### src/hw/synth_regs.vh
// Purpose: register map constants for the synthesizer divider, doubler, calibration and ramp limit bank
// Assumes: register indices are word indices; byte address is four times the index
// Notes: multi-register fields keep their top bits in the lowest index
//
// Summary of operation
// - bias word 0x0624 reset, doubler enable gates it
// - divide code 0..17 maps ratios, rest reserved
// - ramp moved by threshold triggers recalibration
// - quick recalibration starts from last found values
// - start capacitor code 0..183, clamped otherwise
// - ramp limits act only with ramp enable
// - with ramp enable, ramp offset never exceeds an upper limit set at or above the lower one
// - with ramp enable, ramp offset never drops below a lower limit set at or below the upper one
`ifndef SYNTH_REGS_VH
`define SYNTH_REGS_VH

`define IDX_RAMP_CTRL       7'h00
`define IDX_DBL_BIAS        7'h19
`define IDX_DBL_EN          7'h1b
`define IDX_DIV_BUF         7'h1f
`define IDX_CH_DIV          7'h4b
`define IDX_CAL_START       7'h4e
`define IDX_THR_MID         7'h4f
`define IDX_THR_LOW         7'h50
`define IDX_UP_TOP          7'h51
`define IDX_UP_MID          7'h52
`define IDX_UP_LOW          7'h53
`define IDX_LO_TOP          7'h54
`define IDX_LO_MID          7'h55
`define IDX_LO_LOW          7'h56
`define IDX_STATUS          7'h7e

`define RST_DBL_BIAS        16'h0624
`define ALT_DBL_BIAS        16'h0c2b

`define FIX_DBL_EN          16'h0002
`define FIX_DIV_BUF         16'h03ec
`define FIX_CH_DIV          16'h0800
`define FIX_CAL_START       16'h0001

`define POS_RAMP_EN         15
`define POS_DBL_EN          0
`define POS_BUF_EN          14
`define POS_DIV_LSB         6
`define POS_THR_TOP         11
`define POS_QUICK           9
`define POS_CAP_LSB         1
`define POS_LIM_TOP         0

`define CAP_MAX             8'hb7
`define LAST_VALID_CODE     5'h11
`define RATIO_TWO           10'h002

`define ST_RESERVED         0
`define ST_BUF_CONFLICT     1
`define ST_CAP_INVALID      2
`define ST_RAMP_ACTIVE      3
`define ST_RATIO_LSB        4

`endif

### src/hw/synth_divider_ramp_limit_regs.v
// Purpose: APB register bank steering divider, doubler, VCO calibration start and ramp limiting
// Assumes: datapath inputs run on pclk; zero-wait-state APB access
// Notes: unmapped or misaligned addresses answer with pslverr, read zero, write nothing
//
// Added by the designer: register access over APB.
`include "synth_regs.vh"
`timescale 1ns/10ps
`default_nettype none
module synth_divider_ramp_limit_regs #(
   parameter ADDR_WIDTH   = 12,
   parameter CORE_DEFAULT = 2'h1,
   parameter AMP_DEFAULT  = 9'h080
) (
   input  wire                  pclk,
   input  wire                  presetn,
   input  wire                  psel,
   input  wire                  penable,
   input  wire                  pwrite,
   input  wire [ADDR_WIDTH-1:0] paddr,
   input  wire [31:0]           pwdata,
   output reg  [31:0]           prdata,
   output reg                   pready,
   output reg                   pslverr,
   // datapath side
   input  wire [32:0]           ramp_next,
   input  wire [1:0]            last_core,
   input  wire [7:0]            last_cap,
   input  wire [8:0]            last_amp,
   output reg  [15:0]           doubler_bias_out,
   output reg                   doubler_enable,
   output reg                   divider_buffer_enable,
   output reg  [9:0]            channel_divide_ratio,
   output reg                   ramp_active,
   output reg  [32:0]           ramp_offset,
   output reg                   recal_request,
   output reg  [1:0]            cal_start_core,
   output reg  [7:0]            cal_start_cap,
   output reg  [8:0]            cal_start_amp
);
   // stored fields
   reg        ramp_enable;
   reg [15:0] doubler_bias_word;
   reg        doubler_enable_bit;
   reg        divider_buffer_bit;
   reg [4:0]  channel_divide_code;
   reg        quick_recalibration;
   reg [7:0]  start_capacitor_code;
   reg [32:0] recal_threshold;
   reg [32:0] upper_limit;
   reg [32:0] lower_limit;
   reg [32:0] last_cal_point;
   reg        code_reserved;
   reg        buf_conflict;
   reg        cap_invalid;

   wire [9:0] ratio_dec;
   wire       reserved_dec;

   divide_ratio_decode u_decode (
      .code     (channel_divide_code),
      .ratio    (ratio_dec),
      .reserved (reserved_dec)
   );

   // address decode
   wire       aligned = (paddr[1:0] == 2'b00);
   wire [6:0] idx     = paddr[8:2];
   wire       upper_zero;
   generate
      if (ADDR_WIDTH > 9) begin : g_hi
         assign upper_zero = ~|paddr[ADDR_WIDTH-1:9];
      end else begin : g_nohi
         assign upper_zero = 1'b1;
      end
   endgenerate

   reg        mapped;
   reg [15:0] rd_word;

   always @* begin
      mapped  = 1'b1;
      rd_word = 16'h0000;
      case (idx)
         `IDX_RAMP_CTRL: rd_word[`POS_RAMP_EN] = ramp_enable;
         `IDX_DBL_BIAS:  rd_word = doubler_bias_word;
         `IDX_DBL_EN: begin
            rd_word = `FIX_DBL_EN;
            rd_word[`POS_DBL_EN] = doubler_enable_bit;
         end
         `IDX_DIV_BUF: begin
            rd_word = `FIX_DIV_BUF;
            rd_word[`POS_BUF_EN] = divider_buffer_bit;
         end
         `IDX_CH_DIV: begin
            rd_word = `FIX_CH_DIV;
            rd_word[`POS_DIV_LSB+4:`POS_DIV_LSB] = channel_divide_code;
         end
         `IDX_CAL_START: begin
            rd_word = `FIX_CAL_START;
            rd_word[`POS_THR_TOP] = recal_threshold[32];
            rd_word[`POS_QUICK] = quick_recalibration;
            rd_word[`POS_CAP_LSB+7:`POS_CAP_LSB] = start_capacitor_code;
         end
         `IDX_THR_MID: rd_word = recal_threshold[31:16];
         `IDX_THR_LOW: rd_word = recal_threshold[15:0];
         `IDX_UP_TOP:  rd_word[`POS_LIM_TOP] = upper_limit[32];
         `IDX_UP_MID:  rd_word = upper_limit[31:16];
         `IDX_UP_LOW:  rd_word = upper_limit[15:0];
         `IDX_LO_TOP:  rd_word[`POS_LIM_TOP] = lower_limit[32];
         `IDX_LO_MID:  rd_word = lower_limit[31:16];
         `IDX_LO_LOW:  rd_word = lower_limit[15:0];
         `IDX_STATUS: begin
            rd_word[`ST_RESERVED]     = code_reserved;
            rd_word[`ST_BUF_CONFLICT] = buf_conflict;
            rd_word[`ST_CAP_INVALID]  = cap_invalid;
            rd_word[`ST_RAMP_ACTIVE]  = ramp_active;
            rd_word[`ST_RATIO_LSB+9:`ST_RATIO_LSB] = channel_divide_ratio;
         end
         default: mapped = 1'b0;
      endcase
   end

   wire hit     = mapped & aligned & upper_zero;
   wire setup   = psel & ~penable;
   wire do_wr   = psel & penable & pready & pwrite & ~pslverr;
   wire status_ro = (idx == `IDX_STATUS);

   reg        next_pready;
   reg        next_pslverr;
   reg [31:0] next_prdata;

   // answer prepared in setup so the access phase completes at once
   always @* begin
      next_pready  = setup;
      next_pslverr = 1'b0;
      next_prdata  = prdata;
      if (setup) begin
         // refused transfers still complete, with an error and zero data
         next_pslverr = ~hit;
         next_prdata  = 32'h00000000;
         if (hit && !pwrite) begin
            next_prdata = {16'h0000, rd_word};
         end
      end
   end

   always @(posedge pclk or negedge presetn) begin
      if (!presetn) begin
         pready  <= 1'b0;
         pslverr <= 1'b0;
         prdata  <= 32'h00000000;
      end else begin
         pready  <= next_pready;
         pslverr <= next_pslverr;
         prdata  <= next_prdata;
      end
   end

   // register writes; fixed bits ignore write data
   always @(posedge pclk or negedge presetn) begin
      if (!presetn) begin
         ramp_enable          <= 1'b0;
         doubler_bias_word    <= `RST_DBL_BIAS;
         doubler_enable_bit   <= 1'b0;
         divider_buffer_bit   <= 1'b0;
         channel_divide_code  <= 5'h00;
         quick_recalibration  <= 1'b0;
         start_capacitor_code <= 8'h00;
         recal_threshold      <= 33'h000000000;
         upper_limit          <= 33'h000000000;
         lower_limit          <= 33'h000000000;
      end else if (do_wr && !status_ro) begin
         case (idx)
            `IDX_RAMP_CTRL: ramp_enable <= pwdata[`POS_RAMP_EN];
            `IDX_DBL_BIAS:  doubler_bias_word <= pwdata[15:0];
            `IDX_DBL_EN:    doubler_enable_bit <= pwdata[`POS_DBL_EN];
            `IDX_DIV_BUF:   divider_buffer_bit <= pwdata[`POS_BUF_EN];
            `IDX_CH_DIV:    channel_divide_code <= pwdata[`POS_DIV_LSB+4:`POS_DIV_LSB];
            `IDX_CAL_START: begin
               recal_threshold[32]  <= pwdata[`POS_THR_TOP];
               quick_recalibration  <= pwdata[`POS_QUICK];
               start_capacitor_code <= pwdata[`POS_CAP_LSB+7:`POS_CAP_LSB];
            end
            `IDX_THR_MID: recal_threshold[31:16] <= pwdata[15:0];
            `IDX_THR_LOW: recal_threshold[15:0]  <= pwdata[15:0];
            `IDX_UP_TOP:  upper_limit[32]        <= pwdata[`POS_LIM_TOP];
            `IDX_UP_MID:  upper_limit[31:16]     <= pwdata[15:0];
            `IDX_UP_LOW:  upper_limit[15:0]      <= pwdata[15:0];
            `IDX_LO_TOP:  lower_limit[32]        <= pwdata[`POS_LIM_TOP];
            `IDX_LO_MID:  lower_limit[31:16]     <= pwdata[15:0];
            `IDX_LO_LOW:  lower_limit[15:0]      <= pwdata[15:0];
            default: ;
         endcase
      end
   end

   // ramp offsets are 33-bit two's complement relative to the start frequency
   // limits are trusted: an upper limit below the lower one is not detected
   wire signed [32:0] next_s  = ramp_next;
   wire signed [32:0] upper_s = upper_limit;
   wire signed [32:0] lower_s = lower_limit;
   reg         [32:0] next_offset;

   always @* begin
      if (next_s > upper_s) begin
         next_offset = upper_limit;
      end else if (next_s < lower_s) begin
         next_offset = lower_limit;
      end else begin
         next_offset = ramp_next;
      end
   end

   // distance moved since the last calibration point
   wire [32:0] moved     = next_offset - last_cal_point;
   wire [32:0] moved_abs = moved[32] ? (33'h000000000 - moved) : moved;
   wire        need_cal  = (recal_threshold != 33'h000000000) && (moved_abs >= recal_threshold);

   wire        cap_over  = (start_capacitor_code > `CAP_MAX);

   // next values of the datapath-facing flops
   reg [15:0] next_doubler_bias_out;
   reg        next_buf_conflict;
   reg [32:0] next_ramp_offset;
   reg [32:0] next_last_cal_point;
   reg        next_recal_request;
   reg [1:0]  next_cal_start_core;
   reg [7:0]  next_cal_start_cap;
   reg [8:0]  next_cal_start_amp;

   // bias only reaches the doubler, idle when undoubled
   always @* begin
      next_doubler_bias_out = 16'h0000;
      if (doubler_enable_bit) begin
         next_doubler_bias_out = doubler_bias_word;
      end
   end

   // flags a setting the buffer cannot drive; not corrected in hardware
   always @* begin
      next_buf_conflict = 1'b0;
      if (!divider_buffer_bit && !reserved_dec) begin
         next_buf_conflict = (ratio_dec != `RATIO_TWO);
      end
   end

   // a disabled ramp forgets its calibration point so a restart measures from zero
   always @* begin
      next_ramp_offset    = 33'h000000000;
      next_last_cal_point = 33'h000000000;
      next_recal_request  = 1'b0;
      if (ramp_enable) begin
         next_ramp_offset    = next_offset;
         next_last_cal_point = last_cal_point;
         if (need_cal) begin
            next_recal_request  = 1'b1;
            next_last_cal_point = next_offset;
         end
      end
   end

   always @* begin
      if (quick_recalibration) begin
         next_cal_start_core = last_core;
         next_cal_start_cap  = last_cap;
         next_cal_start_amp  = last_amp;
      end else begin
         next_cal_start_core = CORE_DEFAULT[1:0];
         // out-of-range codes would pick a nonexistent band
         next_cal_start_cap  = cap_over ? `CAP_MAX : start_capacitor_code;
         next_cal_start_amp  = AMP_DEFAULT[8:0];
      end
   end

   always @(posedge pclk or negedge presetn) begin
      if (!presetn) begin
         doubler_bias_out      <= 16'h0000;
         doubler_enable        <= 1'b0;
         divider_buffer_enable <= 1'b0;
         channel_divide_ratio  <= 10'h000;
         code_reserved         <= 1'b0;
         buf_conflict          <= 1'b0;
         cap_invalid           <= 1'b0;
         ramp_active           <= 1'b0;
         ramp_offset           <= 33'h000000000;
         last_cal_point        <= 33'h000000000;
         recal_request         <= 1'b0;
         cal_start_core        <= 2'h0;
         cal_start_cap         <= 8'h00;
         cal_start_amp         <= 9'h000;
      end else begin
         doubler_enable        <= doubler_enable_bit;
         doubler_bias_out      <= next_doubler_bias_out;
         divider_buffer_enable <= divider_buffer_bit;
         channel_divide_ratio  <= ratio_dec;
         code_reserved         <= reserved_dec;
         buf_conflict          <= next_buf_conflict;
         cap_invalid           <= cap_over;
         ramp_active           <= ramp_enable;
         ramp_offset           <= next_ramp_offset;
         last_cal_point        <= next_last_cal_point;
         recal_request         <= next_recal_request;
         cal_start_core        <= next_cal_start_core;
         cal_start_cap         <= next_cal_start_cap;
         cal_start_amp         <= next_cal_start_amp;
      end
   end
endmodule // synth_divider_ramp_limit_regs
`default_nettype wire

### src/hw/divide_ratio_decode.v
// Purpose: maps the channel divide code onto its division ratio
// Assumes: purely combinational, registered by the caller
// Notes: reserved codes give ratio zero and raise the flag
`timescale 1ns/10ps
`default_nettype none
module divide_ratio_decode (
   input  wire [4:0] code,
   output reg  [9:0] ratio,
   output reg        reserved
);
   always @* begin
      reserved = 1'b0;
      case (code)
         5'h00:   ratio = 10'h002;
         5'h01:   ratio = 10'h004;
         5'h02:   ratio = 10'h006;
         5'h03:   ratio = 10'h008;
         5'h04:   ratio = 10'h00c;
         5'h05:   ratio = 10'h010;
         5'h06:   ratio = 10'h018;
         5'h07:   ratio = 10'h020;
         5'h08:   ratio = 10'h030;
         5'h09:   ratio = 10'h040;
         5'h0a:   ratio = 10'h048;
         5'h0b:   ratio = 10'h060;
         5'h0c:   ratio = 10'h080;
         5'h0d:   ratio = 10'h0c0;
         5'h0e:   ratio = 10'h100;
         5'h0f:   ratio = 10'h180;
         5'h10:   ratio = 10'h200;
         5'h11:   ratio = 10'h300;
         default: begin
            ratio    = 10'h000;
            reserved = 1'b1;
         end
      endcase
   end
endmodule // divide_ratio_decode
`default_nettype wire

### config.mk
export PLATFORM = sky130hd
export DESIGN_NAME = synth_divider_ramp_limit_regs
export DESIGN_NICKNAME = d
export VERILOG_FILES = /design/src/hw/synth_divider_ramp_limit_regs.v /design/src/hw/divide_ratio_decode.v
export VERILOG_INCLUDE_DIRS = /design/src /design/src/hw
export SDC_FILE = /design/constraint.sdc
export NUM_CORES = 1
export LEC_CHECK = 0
export ABC_AREA = 0
export BUFFER_PORTS_ARGS = -buffer_cell sky130_fd_sc_hd__buf_2
export CORE_ASPECT_RATIO = 1.25
export CORE_MARGIN = 10
export CORE_UTILIZATION = 55
export DETAILED_ROUTE_END_ITERATION = 16
export PLACE_DENSITY = 0.77
export SLEW_MARGIN = 0
export SYNTH_ARGS = -nofsm -noshare
export SYNTH_HDL_FRONTEND = slang
export SYNTH_SLANG_ARGS = --single-unit
### constraint.sdc
create_clock -name pclk -period 9.6 [get_ports pclk]
set_input_delay 0.48 -clock pclk [delete_from_list [all_inputs] [get_ports pclk]]
set_output_delay 0.48 -clock pclk [all_outputs]
set_load 0.005 [all_outputs]
==> metrics.yaml <==
overflow: 0
synth_compound_area_frac: 0.1629
first_pass_iters: 5
pre_cts_ws_ns: 0.3307
antenna_left: 0
hold_class: "in -> async"
insertion_delay_ns: 0.56
die_y_um: 216.6
ys_top_cells_by_area: "dfrtp_1 (39%), ha_1 (9.6%), mux2_2 (8.9%), a21oi_1 (4.2%), inv_1 (3.3%)"
irDropWorstVdd_mv: 0.1833
area_growth_pct: 12.88
tightest_slew_ns: 1.139
slew_headroom: 0.2357
cp_slowest_cell: "o31ai_4"
io_pins: 217
grt_pass1_wl_mm: 82.52
detail_route.drc_violations: 0
post-route-period-util: 0.9509
synth_xor_area_frac: 0.02973
synthMuxAreaShare: 0.1113
rows: 71
vias: 14680
setup-violations-final: 0
clockPowerShare: 0.348
clk_pin_slew_worst_paths_ns: 0.06
power.internal_uw: 2080
synth_cells: 1761
p_seq_frac: 0.374
cts_sinks: 267
fin_ws_ns: 0.4712
cts_buffers: 27
cp-start-kind: "register"
gp_congestion: 0.9691
place_hpwl_mm: 40.41
ys_seq_area_frac: 0.3933
pwr-share-comb: 0.278
initial_utilization: 0.5612
cts_tree: "yes"
grt_max_degree: 135
nets: 2151
synth_top_family_by_area: "compound AO/OA/AOI/OAI gates"
status: "completed"
crit_path_end_kind: "register"
rsz0062_at_grt: "false"
whs_ns: 0.04577
powerDensity_mw_per_mm2: 158.5
max_stage_delay_ns: 0.71
io_buffers: 183
placed_cell_area_sq_mm: 0.01829
max_freq_mhz: 109.5
synth_top_area_frac: 0.3871
drive_gt1_frac: 0.2217
yosysUniqueCellTypes: 88
required_ns: 10.00
cts_max_level: 1
drtIter0Drc: 1354
drv_slew: 0
ctsResizeCount: 0
avgViaCountPerCell: 6.272
cap_violations: 0
cp_max_fo: 31
cp.arrival_ns: 9.52
drt-total-wl_mm: 53.83
antenna_found_initial: 4
finClkSkew_ns: 0.01456
avgSynthCellArea_sq_um: 9.654
ys_warn_count: 0
grt_usage: 0.2715
grt_pass1_vias: 15060
setup_tns_ns: 0
wl_per_cell_um: 23.01
coreArea_sq_mm: 0.03029
path_class: "reg -> reg"
cts_root_buf: "clkbuf_16"
fill_cells: 2519
power.leakage_uw: 0.009187
synthSimpleGateAreaFrac: 0.1451
dieArea_sq_mm: 0.03839
swShare: 0.3161
synth_top_area_cell: "dfrtp_1"
synth_flop_cell: "dfrtp_1"
post_cts_buffers: 0
synth-adder-area-share: 0.09759
cp_common_cell: "a21o_1"
synthArstFlopShare: 1.000
clockBufferDepth: 3
postLayoutCellArea_sq_mm: 0.01919
reg2regPathDepth: 34
power_uw: 3041
die_width_um: 177.3
fin_crit_ns: 9.129
synth-seq-cells: 267
synth-edff-count: 0
cts_hold_buf: 0
syn_area_sq_mm: 0.01700
hold_viol: 0
p_sw_uw: 961.3
## layer usage
| layer | part of all wire | GRT usage | vias to the layer above |
|---|---|---|---|
| li1 | - | - | 6630 |
| met1 | 0.37 | 0.3144 | 7126 |
| met2 | 0.48 | 0.4571 | 713 |
| met3 | 0.075 | 0.04436 | 208 |
| met4 | 0.069 | 0.1726 | 0 |
| met5 | 0 | 0 | - |
## cell usage in the layout, fill, tap and decap left out, types with 9 or more instances in the layout
| cell | n |
|---|---|
| dfrtp_1 | 263 |
| buf_2 | 182 |
| inv_1 | 149 |
| a21oi_1 | 143 |
| mux2_2 | 135 |
| ha_1 | 131 |
| nand2_1 | 99 |
| nor2_1 | 94 |
| and2_1 | 69 |
| nand3_1 | 68 |
| o21ai_0 | 66 |
| mux2i_1 | 36 |
| a21o_1 | 33 |
| xnor2_1 | 32 |
| nand4_1 | 27 |
| clkbuf_16 | 27 |
| buf_4 | 24 |
| nor3_1 | 23 |
| xor2_1 | 21 |
| a31oi_1 | 20 |
| a22o_1 | 20 |
| a221oi_1 | 19 |
| a22oi_1 | 19 |
| conb_1 | 17 |
| nor4_1 | 15 |
| a222oi_1 | 15 |
| nor2b_1 | 12 |
| nand2b_1 | 12 |
| and3_1 | 9 |
## power by group through the flow
stage	clock network [uW]	logic (uW)	registers [uW]
2_1_floorplan	0	613	1150
3_3_place_gp	0	797	1160
3_5_place_dp	0	826	1160
4_1_cts	1070	832	1140
5_1_grt	1110	939	1140
6_report	1060	845	1140
## critical path, delay by kind of cell, from the launching register on
family	cells	cell delay [ns]
AO/OA/AOI/OAI	21	4.78
adder cells (fa/ha/maj)	4	1.30
buffers and inverters	4	0.70
XOR/XNOR	2	0.67
flip-flops	1	0.57
multiplexers	1	0.53
AND/OR/NAND/NOR	2	0.39
## stage by stage
stage | utilization | std cells
after global placement | 0.6038 | 2290
after detailed placement | 0.6038 | 2290
final | 0.6335 | 2340
after global routing | 0.6335 | 2340
after CTS | 0.6329 | 2336
after floorplan | - | 1777
## flip-flops by register name (all words and copies together) (netlist names), 2 cells and up
register              flops
last_cal_point           33
cal_start_cap             8
doubler_bias_out         16
channel_divide_ratio      9
lower_limit              33
start_capacitor_code      8
cal_start_core            2
channel_divide_code       5
recal_threshold          33
cal_start_amp             9
ramp_offset              33
upper_limit              33
doubler_bias_word        16
prdata                   16
## Yosys cell counts (5+ instances only)
library cell,instances
buf_4,19
a211oi_1,7
nor2_1,94
nor4_1,16
a222oi_1,15
xor2_1,21
buf_2,8
mux2_2,135
inv_1,149
o21a_1,9
a21o_1,33
and4_1,5
and2_1,69
dfrtp_1,263
and3_1,9
ha_1,131
o211ai_1,5
o21ai_0,66
xnor2_1,33
o31ai_1,8
nand2b_1,13
mux2i_1,36
a22o_1,20
nand2_1,99
a22oi_1,19
nor2b_1,12
a31oi_1,20
nor3_1,24
a221oi_1,19
clkbuf_1,66
a21oi_1,143
nand4_1,27
o21ai_1,8
nand3_1,68
## final cells by class
type	count	area, sq um	share of cell area
Inverter	150	563.0	0.02934
Clock buffer	34	742.0	0.03866
Sequential cell	267	6686	0.3484
Multi-Input combinational cell	1263	9409	0.4903
Timing Repair Buffer	209	1137	0.05927
Clock inverter	12	140.1	0.007303
Antenna cell	4	10.01	0.0005216
Tap cell	401	501.7	0.02615
## logic make-up (layout without fill, tap and decap cells)
family          Yosys count  in the layout
flops                   267            267
xor+xnor                 56             56
simple gates            469            469
buf+inv                 247            405
mux                     172            172
compound gates          417            417
other cells               1             21
fa+ha+maj               132            132
## final timing paths
path                                          from                      to  slack, ns
worst min-delay path                       presetn       last_cal_point[9]       0.05
worst min register to register  divider_buffer_bit   divider_buffer_enable       0.47
min in group pclk                     last_core[0]       cal_start_core[0]       0.11
worst max register to register      upper_limit[8]       last_cal_point[4]       0.47
worst max-delay path                upper_limit[8]       last_cal_point[4]       0.47
max in group asynchronous                  presetn  channel_divide_code[2]       8.07
(Power assumes the default switching activity.)
